`src/hw/free_run_defs.svh`:
```
`ifndef FREE_RUN_DEFS_SVH
`define FREE_RUN_DEFS_SVH

// map select on the device register port
`define MAP_IO             1'b0
`define MAP_PROC           1'b1

// io map offsets
`define IO_VIDEO_STD       8'h00
`define IO_PRIM_MODE       8'h01
`define IO_OUT_FORMAT      8'h03
`define IO_AV_CODE         8'h05
`define IO_POWER_A         8'h0B
`define IO_POWER_B         8'h0C
`define IO_OUT_DRIVE       8'h15

// component_processor map offsets
`define FR_HDMI_SEL        8'hBA
`define FR_CONTROL         8'hBF
`define FR_COLOUR_A        8'hC0
`define FR_COLOUR_B        8'hC1
`define FR_COLOUR_C        8'hC2
`define FR_BUFFER          8'hC9

// field positions
`define FORCE_BIT          0
`define AUTO_BIT           1
`define MANUAL_BIT         2
`define HDMI_SEL_BIT       0
`define BUF_OFF_BIT        0
`define AV_CODE_BIT        2
`define TRISTATE_BIT       0
`define PDN_A_BIT          0
`define PDN_B_BIT          5

// reset values
`define RST_VIDEO_STD      8'h00
`define RST_PRIM_MODE      8'h00
`define RST_OUT_FORMAT     8'h00
`define RST_AV_CODE        8'h2C
`define RST_POWER_A        8'h47
`define RST_POWER_B        8'h62
`define RST_OUT_DRIVE      8'hBF
`define RST_FR_REG         8'h00

// encodings
`define OUT_FMT_444_SDR    8'h42
`define PRIM_SD_COMP       4'h1
`define PRIM_SD_GFX        4'h2
`define PRIM_GRAPHICS      4'h4
`define PRIM_COMPONENT     4'h5
`define STD_1080I          6'h05
`define STD_VGA_480P       6'h08

// built-in automatic colour (green, red, blue channels)
`define AUTO_COLOUR_A      8'h00
`define AUTO_COLOUR_B      8'h00
`define AUTO_COLOUR_C      8'hFF

// frame timing in pixel clocks and lines
`define VGA_HACT           12'h280
`define VGA_HTOT           12'h320
`define VGA_HFP            12'h010
`define VGA_HSW            12'h060
`define VGA_VACT           12'h1E0
`define VGA_VTOT           12'h20D
`define VGA_VFP            12'h00A
`define VGA_VSW            12'h002
`define I1080_HACT         12'h780
`define I1080_HTOT         12'h898
`define I1080_HFP          12'h058
`define I1080_HSW          12'h02C
`define I1080_VACT         12'h21C
`define I1080_VTOT         12'h465
`define I1080_VFP          12'h002
`define I1080_VSW          12'h005
`define P480_HACT          12'h2D0
`define P480_HTOT          12'h35A
`define P480_HFP           12'h010
`define P480_HSW           12'h03E
`define P480_VACT          12'h1E0
`define P480_VTOT          12'h20D
`define P480_VFP           12'h009
`define P480_VSW           12'h006
`define CODE_LEN           12'h004

// host wishbone offsets
`define HOST_CMD           8'h00
`define HOST_GO            8'h04
`define HOST_STATUS        8'h08
`define HOST_LINE_PIX      8'h0C
`define HOST_FRAME_LINES   8'h10
`define HOST_COLOUR        8'h14

`endif

```
`src/hw/free_run_pkg.sv`:
```
package free_run_pkg;

   typedef enum logic [1:0] {FMT_VGA60, FMT_1080I60, FMT_480P60} frame_fmt_t;

   typedef struct packed {
      logic [11:0] hact;
      logic [11:0] htot;
      logic [11:0] hfp;
      logic [11:0] hsw;
      logic [11:0] vact;
      logic [11:0] vtot;
      logic [11:0] vfp;
      logic [11:0] vsw;
      logic        interlaced;
   } frame_timing_t;

   typedef struct packed {
      logic       free_run;
      frame_fmt_t fmt;
      logic [7:0] col_a;
      logic [7:0] col_b;
      logic [7:0] col_c;
   } frame_cfg_t;

   typedef enum logic {HOST_IDLE, HOST_WAIT} host_state_t;

endpackage

```
`src/hw/free_run_if.sv`:
```
`timescale 1ns/10ps
interface free_run_if;
   // register port
   logic        reg_req;
   logic        reg_we;
   logic        reg_map;
   logic [7:0]  reg_addr;
   logic [7:0]  reg_wdata;
   logic        reg_ack;
   logic [7:0]  reg_rdata;
   // output pixel bus
   logic [35:0] pix_data;
   logic        pix_oe;
   logic        hsync;
   logic        vsync;
   logic        de;
   logic        field;

   modport device (
      input  reg_req, reg_we, reg_map, reg_addr, reg_wdata,
      output reg_ack, reg_rdata,
      output pix_data, pix_oe, hsync, vsync, de, field
   );

   modport host (
      output reg_req, reg_we, reg_map, reg_addr, reg_wdata,
      input  reg_ack, reg_rdata,
      input  pix_data, pix_oe, hsync, vsync, de, field
   );
endinterface

```
`src/hw/free_run_device.sv`:
```
// Behaviour
// [RQ1] force bit replaces input video by free-run
// [RQ2] flat colour frame, 8-bit MSB-aligned, with syncs
// [RQ3] manual bit takes colour from channel registers
// [RQ4] format from video standard and primary mode
// [RQ5] hdmi: mode 4, standard 8 gives 640x480p60
// [RQ6] hdmi: mode 5, standard 5 gives 1080i60
// [RQ7] non-hdmi: 1/5 gives 1080i60, 2/8 480p
// [RQ8] channel a green, b red, c blue
// [RQ9] host selects hdmi free-run via 0xBA
// [RQ10] host writes 0x17 to control register
// [RQ11] buffer register stops automatic parameter buffering
// [RQ12] host releases bus tristate via 0x15
// [RQ13] host powers part up via 0x0B, 0x0C
// [RQ14] 0x42 in 0x03 selects 36-bit 444 SDR
// [RQ15] 0x28 in 0x05 suppresses timing codes
// [RQ16] auto bit gives built-in default colour
// [RQ17] setting changes apply at frame boundary
//
// Local design decision: the Wishbone interface to the registers.
`timescale 1ns/10ps
`include "free_run_defs.svh"
module free_run_device
   import free_run_pkg::*;
#(
   parameter bit HDMI_INPUT = 1'b1
) (
   // clock and reset
   input  wire logic        clk,
   input  wire logic        sys_rst,
   // register port and pixel bus
   free_run_if.device       bus,
   // incoming video
   input  wire logic [35:0] in_pix_data,
   input  wire logic        in_hsync,
   input  wire logic        in_vsync,
   input  wire logic        in_de,
   input  wire logic        in_field,
   // status
   output logic             free_run_active
);

   logic [7:0]    std_ff, prim_ff, out_fmt_ff, av_ff;
   logic [7:0]    pwr_a_ff, pwr_b_ff, drive_ff;
   logic [7:0]    hdmi_sel_ff, ctrl_ff, buf_ff;
   logic [7:0]    col_a_ff, col_b_ff, col_c_ff;
   logic          ack_ff;
   logic [7:0]    rdata_ff;
   logic [7:0]    rd_val;
   logic          wr;
   logic          pend_ff;
   logic          powered;
   logic          load;
   frame_cfg_t    cfg_ff;
   frame_cfg_t    nxt_cfg;
   frame_timing_t tm;
   logic [11:0]   h_ff, v_ff;
   logic [11:0]   h_last, v_last, half, lif;
   logic [11:0]   hs_beg, hs_end, vs_beg, vs_end, code_beg;
   logic          frame_end, fld, h_act, v_act, hs, vs, in_code;
   logic [7:0]    code_word;
   logic [35:0]   gen_pix;
   logic [35:0]   pix_ff;
   logic          hs_ff, vs_ff, de_ff, fld_ff;

   // register port: one-cycle answer
   assign wr = bus.reg_req & bus.reg_we & ~ack_ff;

   always_ff @(posedge clk or posedge sys_rst) begin
      if (sys_rst) begin
         ack_ff   <= 1'b0;
         rdata_ff <= 8'h00;
      end else begin
         ack_ff   <= bus.reg_req & ~ack_ff;
         if (bus.reg_req & ~ack_ff) begin
            rdata_ff <= rd_val;
         end
      end
   end

   assign bus.reg_ack   = ack_ff;
   assign bus.reg_rdata = rdata_ff;

   always_ff @(posedge clk or posedge sys_rst) begin
      if (sys_rst) begin
         std_ff      <= `RST_VIDEO_STD;
         prim_ff     <= `RST_PRIM_MODE;
         out_fmt_ff  <= `RST_OUT_FORMAT;
         av_ff       <= `RST_AV_CODE;
         pwr_a_ff    <= `RST_POWER_A;
         pwr_b_ff    <= `RST_POWER_B;
         drive_ff    <= `RST_OUT_DRIVE;
         hdmi_sel_ff <= `RST_FR_REG;
         ctrl_ff     <= `RST_FR_REG;
         col_a_ff    <= `RST_FR_REG;
         col_b_ff    <= `RST_FR_REG;
         col_c_ff    <= `RST_FR_REG;
         buf_ff      <= `RST_FR_REG;
      end else if (wr && bus.reg_map == `MAP_IO) begin
         unique case (bus.reg_addr)
            `IO_VIDEO_STD:  std_ff     <= bus.reg_wdata;
            `IO_PRIM_MODE:  prim_ff    <= bus.reg_wdata;
            `IO_OUT_FORMAT: out_fmt_ff <= bus.reg_wdata;
            `IO_AV_CODE:    av_ff      <= bus.reg_wdata;
            `IO_POWER_A:    pwr_a_ff   <= bus.reg_wdata;
            `IO_POWER_B:    pwr_b_ff   <= bus.reg_wdata;
            `IO_OUT_DRIVE:  drive_ff   <= bus.reg_wdata;
            default: ;
         endcase
      end else if (wr) begin
         unique case (bus.reg_addr)
            `FR_HDMI_SEL: hdmi_sel_ff <= bus.reg_wdata;
            `FR_CONTROL:  ctrl_ff     <= bus.reg_wdata;
            `FR_COLOUR_A: col_a_ff    <= bus.reg_wdata;
            `FR_COLOUR_B: col_b_ff    <= bus.reg_wdata;
            `FR_COLOUR_C: col_c_ff    <= bus.reg_wdata;
            `FR_BUFFER:   buf_ff      <= bus.reg_wdata;
            default: ;
         endcase
      end
   end

   always_comb begin
      rd_val = 8'h00;
      if (bus.reg_map == `MAP_IO) begin
         unique case (bus.reg_addr)
            `IO_VIDEO_STD:  rd_val = std_ff;
            `IO_PRIM_MODE:  rd_val = prim_ff;
            `IO_OUT_FORMAT: rd_val = out_fmt_ff;
            `IO_AV_CODE:    rd_val = av_ff;
            `IO_POWER_A:    rd_val = pwr_a_ff;
            `IO_POWER_B:    rd_val = pwr_b_ff;
            `IO_OUT_DRIVE:  rd_val = drive_ff;
            default:        rd_val = 8'h00;
         endcase
      end else begin
         unique case (bus.reg_addr)
            `FR_HDMI_SEL: rd_val = hdmi_sel_ff;
            `FR_CONTROL:  rd_val = ctrl_ff;
            `FR_COLOUR_A: rd_val = col_a_ff;
            `FR_COLOUR_B: rd_val = col_b_ff;
            `FR_COLOUR_C: rd_val = col_c_ff;
            `FR_BUFFER:   rd_val = buf_ff;
            default:      rd_val = 8'h00;
         endcase
      end
   end

   // frame format from primary mode and standard
   function automatic frame_fmt_t decode_fmt(input logic [3:0] prim,
                                             input logic [5:0] std);
      frame_fmt_t f;
      f = HDMI_INPUT ? FMT_VGA60 : FMT_480P60;
      if (HDMI_INPUT) begin
         if (prim == `PRIM_GRAPHICS && std == `STD_VGA_480P)
            f = FMT_VGA60; // RQ5
         if (prim == `PRIM_COMPONENT && std == `STD_1080I)
            f = FMT_1080I60; // RQ6
      end else begin
         if (prim == `PRIM_SD_COMP && std == `STD_1080I)
            f = FMT_1080I60; // RQ7
         if (prim == `PRIM_SD_GFX && std == `STD_VGA_480P)
            f = FMT_480P60; // RQ7
      end
      return f;
   endfunction

   // pending parameter change, set wins over the load
   always_ff @(posedge clk or posedge sys_rst) begin
      if (sys_rst) begin
         pend_ff <= 1'b0;
      end else begin
         pend_ff <= wr | (pend_ff & ~load);
      end
   end

   assign powered = ~pwr_a_ff[`PDN_A_BIT] & ~pwr_b_ff[`PDN_B_BIT];
   // buffer off: reload only after a register write
   assign load = (frame_end | ~powered) &
                 (~buf_ff[`BUF_OFF_BIT] | pend_ff); // RQ11 RQ17

   always_comb begin
      nxt_cfg.free_run = ctrl_ff[`FORCE_BIT] &
                         (~HDMI_INPUT | hdmi_sel_ff[`HDMI_SEL_BIT]); // RQ1
      nxt_cfg.fmt = decode_fmt(prim_ff[3:0], std_ff[5:0]); // RQ4
      if (ctrl_ff[`MANUAL_BIT]) begin
         nxt_cfg.col_a = col_a_ff; // RQ3
         nxt_cfg.col_b = col_b_ff;
         nxt_cfg.col_c = col_c_ff;
      end else if (ctrl_ff[`AUTO_BIT]) begin
         nxt_cfg.col_a = `AUTO_COLOUR_A; // RQ16
         nxt_cfg.col_b = `AUTO_COLOUR_B;
         nxt_cfg.col_c = `AUTO_COLOUR_C;
      end else begin
         nxt_cfg.col_a = 8'h00;
         nxt_cfg.col_b = 8'h00;
         nxt_cfg.col_c = 8'h00;
      end
   end

   always_ff @(posedge clk or posedge sys_rst) begin
      if (sys_rst) begin
         cfg_ff <= '0;
      end else if (load) begin
         cfg_ff <= nxt_cfg; // RQ17
      end
   end

   assign free_run_active = cfg_ff.free_run;

   // timing of the running format
   always_comb begin
      unique case (cfg_ff.fmt)
         FMT_1080I60: tm = '{`I1080_HACT, `I1080_HTOT, `I1080_HFP,
                             `I1080_HSW, `I1080_VACT, `I1080_VTOT,
                             `I1080_VFP, `I1080_VSW, 1'b1};
         FMT_480P60:  tm = '{`P480_HACT, `P480_HTOT, `P480_HFP,
                             `P480_HSW, `P480_VACT, `P480_VTOT,
                             `P480_VFP, `P480_VSW, 1'b0};
         default:     tm = '{`VGA_HACT, `VGA_HTOT, `VGA_HFP,
                             `VGA_HSW, `VGA_VACT, `VGA_VTOT,
                             `VGA_VFP, `VGA_VSW, 1'b0};
      endcase
   end

   assign h_last    = 12'(tm.htot - 12'h001);
   assign v_last    = 12'(tm.vtot - 12'h001);
   assign frame_end = (h_ff == h_last) && (v_ff == v_last);

   always_ff @(posedge clk or posedge sys_rst) begin
      if (sys_rst) begin
         h_ff <= 12'h000;
         v_ff <= 12'h000;
      end else if (~powered || h_ff == h_last) begin
         h_ff <= 12'h000;
         v_ff <= (~powered || v_ff == v_last) ? 12'h000 :
                 12'(v_ff + 12'h001);
      end else begin
         h_ff <= 12'(h_ff + 12'h001);
      end
   end

   // two fields per frame when interlaced
   assign half     = tm.interlaced ? {1'b0, tm.vtot[11:1]} : tm.vtot;
   assign fld      = tm.interlaced && (v_ff >= half);
   assign lif      = fld ? 12'(v_ff - half) : v_ff;
   assign hs_beg   = 12'(tm.hact + tm.hfp);
   assign hs_end   = 12'(hs_beg + tm.hsw);
   assign vs_beg   = 12'(tm.vact + tm.vfp);
   assign vs_end   = 12'(vs_beg + tm.vsw);
   assign code_beg = 12'(tm.htot - `CODE_LEN);
   assign h_act    = h_ff < tm.hact;
   assign v_act    = lif < tm.vact;
   assign hs       = (h_ff >= hs_beg) && (h_ff < hs_end);
   assign vs       = (lif >= vs_beg) && (lif < vs_end);
   assign in_code  = (h_ff >= code_beg) &&
                     av_ff[`AV_CODE_BIT]; // RQ15

   always_comb begin
      unique case (h_ff[1:0] - code_beg[1:0])
         2'd0:    code_word = 8'hFF;
         2'd3:    code_word = {1'b1, fld, ~v_act, 5'h00};
         default: code_word = 8'h00;
      endcase
   end

   // channels a, b, c carry green, red, blue, msb-aligned
   always_comb begin
      gen_pix = '0;
      if (h_act && v_act) begin
         gen_pix = {cfg_ff.col_a, 4'h0, cfg_ff.col_b, 4'h0,
                    cfg_ff.col_c, 4'h0}; // RQ2 RQ8
      end else if (in_code) begin
         gen_pix = {3{code_word, 4'h0}};
      end
   end

   always_ff @(posedge clk or posedge sys_rst) begin
      if (sys_rst) begin
         pix_ff <= '0;
         hs_ff  <= 1'b0;
         vs_ff  <= 1'b0;
         de_ff  <= 1'b0;
         fld_ff <= 1'b0;
      end else if (out_fmt_ff != `OUT_FMT_444_SDR) begin
         pix_ff <= '0; // RQ14
         hs_ff  <= 1'b0;
         vs_ff  <= 1'b0;
         de_ff  <= 1'b0;
         fld_ff <= 1'b0;
      end else if (cfg_ff.free_run) begin
         pix_ff <= gen_pix; // RQ1 RQ2
         hs_ff  <= hs;
         vs_ff  <= vs;
         de_ff  <= h_act && v_act;
         fld_ff <= fld;
      end else begin
         pix_ff <= in_pix_data;
         hs_ff  <= in_hsync;
         vs_ff  <= in_vsync;
         de_ff  <= in_de;
         fld_ff <= in_field;
      end
   end

   assign bus.pix_data = pix_ff;
   assign bus.hsync    = hs_ff;
   assign bus.vsync    = vs_ff;
   assign bus.de       = de_ff;
   assign bus.field    = fld_ff;
   assign bus.pix_oe   = powered & ~drive_ff[`TRISTATE_BIT];

endmodule

```
`src/flat_wrapper.sv`:
```
// flat-port wrapper written by rule: the top's interface ports become plain ports
module free_run_device_flat import free_run_pkg::*;
#(
   parameter bit HDMI_INPUT = 1'b1
)
  (clk, sys_rst, in_pix_data, in_hsync, in_vsync, in_de, in_field, free_run_active, bus_reg_req, bus_reg_we, bus_reg_map, bus_reg_addr, bus_reg_wdata, bus_reg_ack, bus_reg_rdata, bus_pix_data, bus_pix_oe, bus_hsync, bus_vsync, bus_de, bus_field);
  free_run_if bus_i ();
  input  wire logic clk;
  input  wire logic sys_rst;
  input  wire logic [35:0] in_pix_data;
  input  wire logic in_hsync;
  input  wire logic in_vsync;
  input  wire logic in_de;
  input  wire logic in_field;
  output logic free_run_active;
  input wire logic [$bits(bus_i.reg_req)-1:0] bus_reg_req;
  input wire logic [$bits(bus_i.reg_we)-1:0] bus_reg_we;
  input wire logic [$bits(bus_i.reg_map)-1:0] bus_reg_map;
  input wire logic [$bits(bus_i.reg_addr)-1:0] bus_reg_addr;
  input wire logic [$bits(bus_i.reg_wdata)-1:0] bus_reg_wdata;
  output wire logic [$bits(bus_i.reg_ack)-1:0] bus_reg_ack;
  output wire logic [$bits(bus_i.reg_rdata)-1:0] bus_reg_rdata;
  output wire logic [$bits(bus_i.pix_data)-1:0] bus_pix_data;
  output wire logic [$bits(bus_i.pix_oe)-1:0] bus_pix_oe;
  output wire logic [$bits(bus_i.hsync)-1:0] bus_hsync;
  output wire logic [$bits(bus_i.vsync)-1:0] bus_vsync;
  output wire logic [$bits(bus_i.de)-1:0] bus_de;
  output wire logic [$bits(bus_i.field)-1:0] bus_field;
  assign bus_i.reg_req = bus_reg_req;
  assign bus_i.reg_we = bus_reg_we;
  assign bus_i.reg_map = bus_reg_map;
  assign bus_i.reg_addr = bus_reg_addr;
  assign bus_i.reg_wdata = bus_reg_wdata;
  assign bus_reg_ack = bus_i.reg_ack;
  assign bus_reg_rdata = bus_i.reg_rdata;
  assign bus_pix_data = bus_i.pix_data;
  assign bus_pix_oe = bus_i.pix_oe;
  assign bus_hsync = bus_i.hsync;
  assign bus_vsync = bus_i.vsync;
  assign bus_de = bus_i.de;
  assign bus_field = bus_i.field;
  free_run_device #(.HDMI_INPUT(HDMI_INPUT)) u_core (.clk(clk), .sys_rst(sys_rst), .bus(bus_i), .in_pix_data(in_pix_data), .in_hsync(in_hsync), .in_vsync(in_vsync), .in_de(in_de), .in_field(in_field), .free_run_active(free_run_active));
endmodule
```
`config.mk`:
```
export PLATFORM = sky130hd
export DESIGN_NAME = free_run_device_flat
export DESIGN_NICKNAME = d
export VERILOG_FILES = /design/src/hw/free_run_pkg.sv /design/src/hw/free_run_if.sv /design/src/hw/free_run_device.sv /design/src/flat_wrapper.sv
export VERILOG_INCLUDE_DIRS = /design/src /design/src/hw
export SDC_FILE = /design/constraint.sdc
export NUM_CORES = 1
export LEC_CHECK = 0
export BUFFER_PORTS_ARGS = -buffer_cell sky130_fd_sc_hd__buf_2
export CELL_PAD_IN_SITES_DETAIL_PLACEMENT = 1
export CELL_PAD_IN_SITES_GLOBAL_PLACEMENT = 1
export CORE_MARGIN = 2
export CORE_UTILIZATION = 47
export DETAILED_ROUTE_END_ITERATION = 12
export PLACE_DENSITY = 0.9
export SLEW_MARGIN = 20
export SYNTH_ARGS = -nofsm -noshare
export SYNTH_HDL_FRONTEND = slang
export SYNTH_SLANG_ARGS = --single-unit
```
`constraint.sdc`:
```
create_clock -name clk -period 8.3 [get_ports clk]
set_input_delay 1.66 -clock clk [delete_from_list [all_inputs] [get_ports clk]]
set_output_delay 1.66 -clock clk [all_outputs]
set_load 0.02 [all_outputs]
```
==> results of run 1 <==
tightest hold or removal path: cells and delay by family (launching register included):
family,cells,cell delay (ns)
DFF,1,0.34
AOI/OAI and AO/OA,1,0.06
and+or+nand+nor,1,0.05
power breakdown:
group	switching (W)	internal [W]	total (W)
logic	0.000121	0.0000681	0.000189
registers	0.0000395	0.00102	0.00106
clock network	0.000412	0.000676	0.00109
total	0.000572	0.00177	0.00234
per-stage QoR:
stage	setup slack [ns]	hold WS, ns	area [um^2]
floorplan	1.10	0.450	10300
global placement	3.08	0.464	11000
detailed placement	2.83	0.478	11000
CTS	2.77	0.491	11800
global route	2.38	0.523	11800
finish	2.75	0.488	11900
cell usage after synthesis (3+ instances only):
cell        n  area (um^2)
dfstp_2    17          447
o22ai_1     3         18.8
inv_1      21         78.8
nor4_1      5         31.3
clkbuf_1   38          143
nand4_1     6         37.5
nand4b_1    4         35.0
o31a_1      4         35.0
or3_1       4         25.0
nand2_1   119          447
nor2b_1     9         56.3
xnor2_1    10         87.6
mux2i_1    10          100
a22o_1      8         70.1
nor4b_1     4         35.0
dfrtp_1   187         4680
nand3b_1    3         22.5
o21a_1      3         22.5
a31oi_1    11         68.8
or4_1       3         22.5
o21ai_0    52          260
and3_1      3         18.8
nor3b_1     3         22.5
mux2_2    112         1260
a22oi_1    17          128
a221o_1     5         50.1
nor2_1     65          244
xor2_1     13          114
and2_1     13         81.3
or2_2       3         18.8
a21oi_1    44          220
a222oi_1    8         80.1
nor3_1     11         55.1
ha_1       35          438
o21ai_1     3         15.0
nand3_1    14         70.1
o221a_2    16          180
buf_1       3         11.3
nand2b_1    6         37.5
buf_2       3         15.0
path summary, 6_finish.rpt:
kind / end / slack (ns) / cells past startpoint
setup reg to reg: u_core.bus.pix_data[34] / 2.75 / 19
min in group asynchronous: u_core.pwr_a_ff[7] / 1.22 / 2
max in group asynchronous: u_core.bus.pix_data[24] / 5.71 / 3
hold / removal: u_core.cfg_ff[2] / 0.49 / 2
setup / recovery: u_core.bus.pix_data[34] / 2.75 / 19
hold reg to reg: u_core.cfg_ff[2] / 0.49 / 2
routing by layer:
metal / vias up / track usage [%] / share of wire, %
met5: - / 1.14 / 0.11
met4: 2 / 9.35 / 3.1
met3: 71 / 4.40 / 5.6
met2: 232 / 45.4 / 50
met1: 4035 / 31.6 / 41
li1: 3585 / - / -
logic make-up after synthesis:
group,after synthesis,share of synthesized area (%)
AO/OA/AOI/OAI,199,13.7
multiplexers,122,13.3
AND/OR/NAND/NOR,289,13.9
buffers and inverters,68,2.71
adder cells (fa/ha/maj),36,4.47
flip-flops,204,50.0
XOR/XNOR,23,1.96
flip-flops by register name, summed over array words and instances (netlist names), 8 cells and up:
name	cells
u_core.bus.reg_rdata	8
u_core.pwr_a_ff	8
u_core.cfg_ff	25
u_core.v_ff	12
u_core.drive_ff	8
u_core.prim_ff	8
u_core.buf_ff	8
u_core.col_b_ff	8
u_core.std_ff	8
u_core.bus.pix_data	36
u_core.pwr_b_ff	8
u_core.h_ff	12
u_core.col_c_ff	8
u_core.col_a_ff	8
u_core.out_fmt_ff	8
u_core.ctrl_ff	8
u_core.av_ff	8
u_core.hdmi_sel_ff	8
layout make-up:
cell class	count	area (um^2)
tap	280	350
inverter	21	91.3
antenna	1	2.50
multi-input combinational	669	4870
fill	2315	9770
sequential	204	5130
clock buffer	35	703
clock inverter	6	109
timing repair buffer	117	601
==> results.json, run 1 <==
{
  "rows": 54,
  "place_inst": 1291,
  "wl_mm": 29.2,
  "min_period_ns": 5.55,
  "cts_resized": 0,
  "hold_viol_final": 0,
  "postCtsSetupBuffers": 0,
  "worstSetupPathType": "register to register",
  "r2r-start": "u_core.cfg_ff[24]",
  "slew_viol_final": 0,
  "netlist_instances": 941,
  "stdcell_count": 1333,
  "clock_skew_ns": 0.00891,
  "final_common_cell": "dfrtp_1",
  "tightestPinTransition_ns": 1.01,
  "nets": 1134,
  "synth_area_um2": 10300,
  "end_kind": "register",
  "final_cell_mix": "dfrtp_1, nand2_1, mux2_2",
  "yosysWarnings": 0,
  "vias_per_cell": 5.95,
  "synthArstFlopShare_pct": 100,
  "grt_util_all_layers_pct": 25.7,
  "cpPeakStageDelay_ns": 0.63,
  "critPathLaunch": "u_core.cfg_ff[24]",
  "drc": 0,
  "peakVddDrop_uv": 143,
  "power_density_nw_per_um2": 198,
  "final_core_util_pct": 54.8,
  "grt_pass1_wl_mm": 46.4,
  "p_total_w": 0.00234,
  "clock_sinks": 204,
  "crit_fanout": 18,
  "path_clk_slew_ns": 0.06,
  "grt_remaining_overflow": 0,
  "ys.flop_type": "dfrtp_1",
  "wire_per_inst_um": 21.9,
  "first_pass_iters": 5,
  "status": "finished clean",
  "start_util_pct": 47.4,
  "period_share_pct": 66.9,
  "clock_latency_ns": 0.51,
  "die_x_um": 152,
  "ios": 112,
  "die_area_um2": 23000,
  "critPathArrivalTime_ns": 6.00,
  "drv_cap": 0,
  "syn_avg_cell_area_um2": 10.9,
  "crit_family": "compound AO/OA/AOI/OAI gates",
  "area_growth_pct": 15.6,
  "syn-num-nets": 1038,
  "min_path_type": "register to register",
  "placement.io_buffers": 111,
  "grt_max_degree": 146,
  "root_buffer": "clkbuf_16",
  "synth_seq_cells": 204,
  "rsz0062_at_grt": "false",
  "drive_gt1_share_pct": 30.8,
  "die_h_um": 152,
  "ys_seq_area_share_pct": 50.0,
  "clockBufferDepth": 3,
  "vias": 7925,
  "cpMaxStageDelayCell": "o21ai_1",
  "setup-violations-final": 0,
  "drt_iter0_drc": 465,
  "cp_num_buf_inv": 2,
  "cts_tree": "built",
  "required_ns": 8.75,
  "ys_types": 76,
  "numCtsBuffers": 24,
  "place.gp.congestion": 0.811,
  "htreeDepth": 1,
  "slew_headroom_pct": 32.3,
  "timing.setup.tns_ns": 0,
  "dp_hpwl_mm": 19.9,
  "antenna_found_initial": 0,
  "path_cells": "inv_1 -> ha_1 -> inv_1 -> fa_1 -> nor2b_1 -> o31a_1 -> o2111a_1 -> o21ai_1 -> a2111oi_0 -> xnor2_1 -> ha_1 -> nand3_1 -> or2_2 -> o21ba_2 -> o221ai_1 -> a31o_4 -> a31oi_1 -> nor2b_4 -> a221o_1",
  "grt_pass1_vias": 8621,
  "worstHoldStart": "u_core.cfg_ff[2]",
  "clock.fmax_mhz": 180,
  "worstSetupStartpointType": "register",
  "p_leak_nw": 5.71,
  "holdBufCountCts": 0,
  "antenna_left": 0,
  "core_um2": 21600,
  "synth_enable_flop_cells": 0
}
(Power assumes the default switching activity.)
==> run 2, diff against run 1 <==
Settings changed: CORE_UTILIZATION 47 to 42, PLACE_DENSITY 0.9 to 0.86.
Clock period 8.3 ns to 4.9 ns, I/O delays scaled along.
==> run 2 against run 1 <==
Compared with the run above:
- clock power rose by 54%
- total power rose by 62%
- clock skew grew 0.0052 ns
- die area grew 12%
- design area rose by 0.77%
- via count fell by 0.76%
- register-to-register slack got worse by 2.5 ns
- critical path type unchanged
==> results.json, run 2 (synthesis results as in run 1) <==
{
  "area_growth_pct": 16.5,
  "clock_skew_ns": 0.0141,
  "timing.setup.tns_ns": 0,
  "worstSetupStartpointType": "register",
  "critPathLaunch": "u_core.cfg_ff[24]",
  "crit_fanout": 27,
  "numCtsBuffers": 23,
  "dp_hpwl_mm": 20.1,
  "antenna_left": 0,
  "rows": 57,
  "r2r-start": "u_core.cfg_ff[24]",
  "vias_per_cell": 5.65,
  "path_clk_slew_ns": 0.06,
  "power_density_nw_per_um2": 318,
  "nets": 1147,
  "drt_iter0_drc": 606,
  "grt_util_all_layers_pct": 22.6,
  "root_buffer": "clkbuf_16",
  "setup-violations-final": 0,
  "drv_cap": 0,
  "die_x_um": 160,
  "grt_pass1_vias": 8449,
  "antenna_found_initial": 1,
  "clockBufferDepth": 3,
  "end_kind": "register",
  "core_um2": 24200,
  "status": "finished clean",
  "drive_gt1_share_pct": 32.0,
  "min_path_type": "register to register",
  "clock_latency_ns": 0.51,
  "place_inst": 1347,
  "holdBufCountCts": 0,
  "p_leak_nw": 5.74,
  "largest_register_ff_count": 36,
  "crit_end": "u_core.bus.pix_data[32]",
  "clock_sinks": 204,
  "wl_mm": 29.1,
  "peakVddDrop_uv": 279,
  "worstRegToRegCells": 16,
  "start_util_pct": 42.4,
  "ios": 112,
  "grt_max_degree": 171,
  "vias": 7865,
  "required_ns": 5.35,
  "die_h_um": 160,
  "worstSetupPathType": "register to register",
  "drc": 0,
  "wire_per_inst_um": 20.9,
  "critPathArrivalTime_ns": 5.12,
  "clock.fmax_mhz": 214,
  "min_period_ns": 4.68,
  "tightestPinTransition_ns": 1.01,
  "final_cell_mix": "dfrtp_1, nand2_1, mux2_2",
  "first_pass_iters": 6,
  "slew_headroom_pct": 32.3,
  "period_share_pct": 95.4,
  "stdcell_count": 1391,
  "r2r_end": "u_core.bus.pix_data[32]",
  "reg2reg_setup_slack_ns": 0.22,
  "grt_remaining_overflow": 0,
  "die_area_um2": 25700,
  "htreeDepth": 1,
  "hold_viol_final": 0,
  "cts_tree": "built",
  "final_common_cell": "dfrtp_1",
  "place.gp.congestion": 0.879,
  "slew_viol_final": 0,
  "grt_pass1_wl_mm": 46.8,
  "placement.io_buffers": 111
}
==> run 2: layout make-up <==
type	count	area [um^2]
inverter	21	85.1
antenna	1	2.50
timing repair buffer	131	731
clock buffer	31	646
multi-input combinational	669	4860
tap	324	405
clock inverter	10	80.1
sequential	204	5130
fill	2656	12200
==> run 2: worst max-delay path, stage by stage (launching register included) <==
cell	delay, ns
dfrtp_2	0.42
buf_4	0.24
ha_1	0.27
o311ai_0	0.66
nand2b_1	0.12
a21o_1	0.23
a2111oi_0	0.49
xnor2_1	0.18
ha_1	0.29
nand3_1	0.13
or2_2	0.13
o21ba_2	0.16
o221ai_1	0.20
a31o_4	0.25
nand3_4	0.12
a21oi_4	0.42
o221a_2	0.29
==> run 2: how the worst min path moves through the flow <==
| stage | start | endpoint | cells past startpoint |
|---|---|---|---|
| after CTS | u_core.cfg_ff[21] | u_core.cfg_ff[21] | 2 |
| after floorplan | u_core.cfg_ff[0] | u_core.cfg_ff[0] | 2 |
| after global routing | u_core.av_ff[6] | u_core.av_ff[6] | 1 |
| after global placement | u_core.cfg_ff[1] | u_core.cfg_ff[1] | 2 |
| final | u_core.cfg_ff[21] | u_core.cfg_ff[21] | 2 |
| after detailed placement | u_core.cfg_ff[21] | u_core.cfg_ff[21] | 2 |
==> run 2: metal layers <==
metal / vias up / wire [um] / GRT usage, %
li1: 3611 / - / -
met1: 4014 / 12600 / 29.4
met2: 188 / 14600 / 39.6
met3: 52 / 1050 / 2.65
met4: 0 / 877 / 6.67
met5: - / 0 / 0
==> run 2: stage by stage <==
stage	area [um^2]	utilization (%)	setup slack (ns)	total power [W]	hold WS, ns
floorplan	10300	-	0.0612	0.00202	0.450
global placement	11200	46.2	0.386	0.00212	0.466
detailed placement	11200	46.2	0.243	0.00214	0.479
CTS	11900	49.2	0.204	0.00383	0.493
global route	11900	49.4	-0.0145	0.00393	0.517
finish	11900	49.4	0.223	0.00380	0.490
==> run 2: power breakdown <==
| part | switching (W) | internal, W | total, W | leakage, nW |
|---|---|---|---|---|
| logic | 0.000205 | 0.000118 | 0.000324 | 2.64 |
| clock network | 0.000701 | 0.000975 | 0.00168 | 0.359 |
| registers | 0.0000662 | 0.00173 | 0.00180 | 2.75 |
==> run 2: timing repair <==
item | 4_1_cts | 5_1_grt
setup endpoints to repair | 0 | 10
gates resized for setup | 0 | 3
setup buffers | 0 | 2
endpoints found under the hold margin | 0 | 0
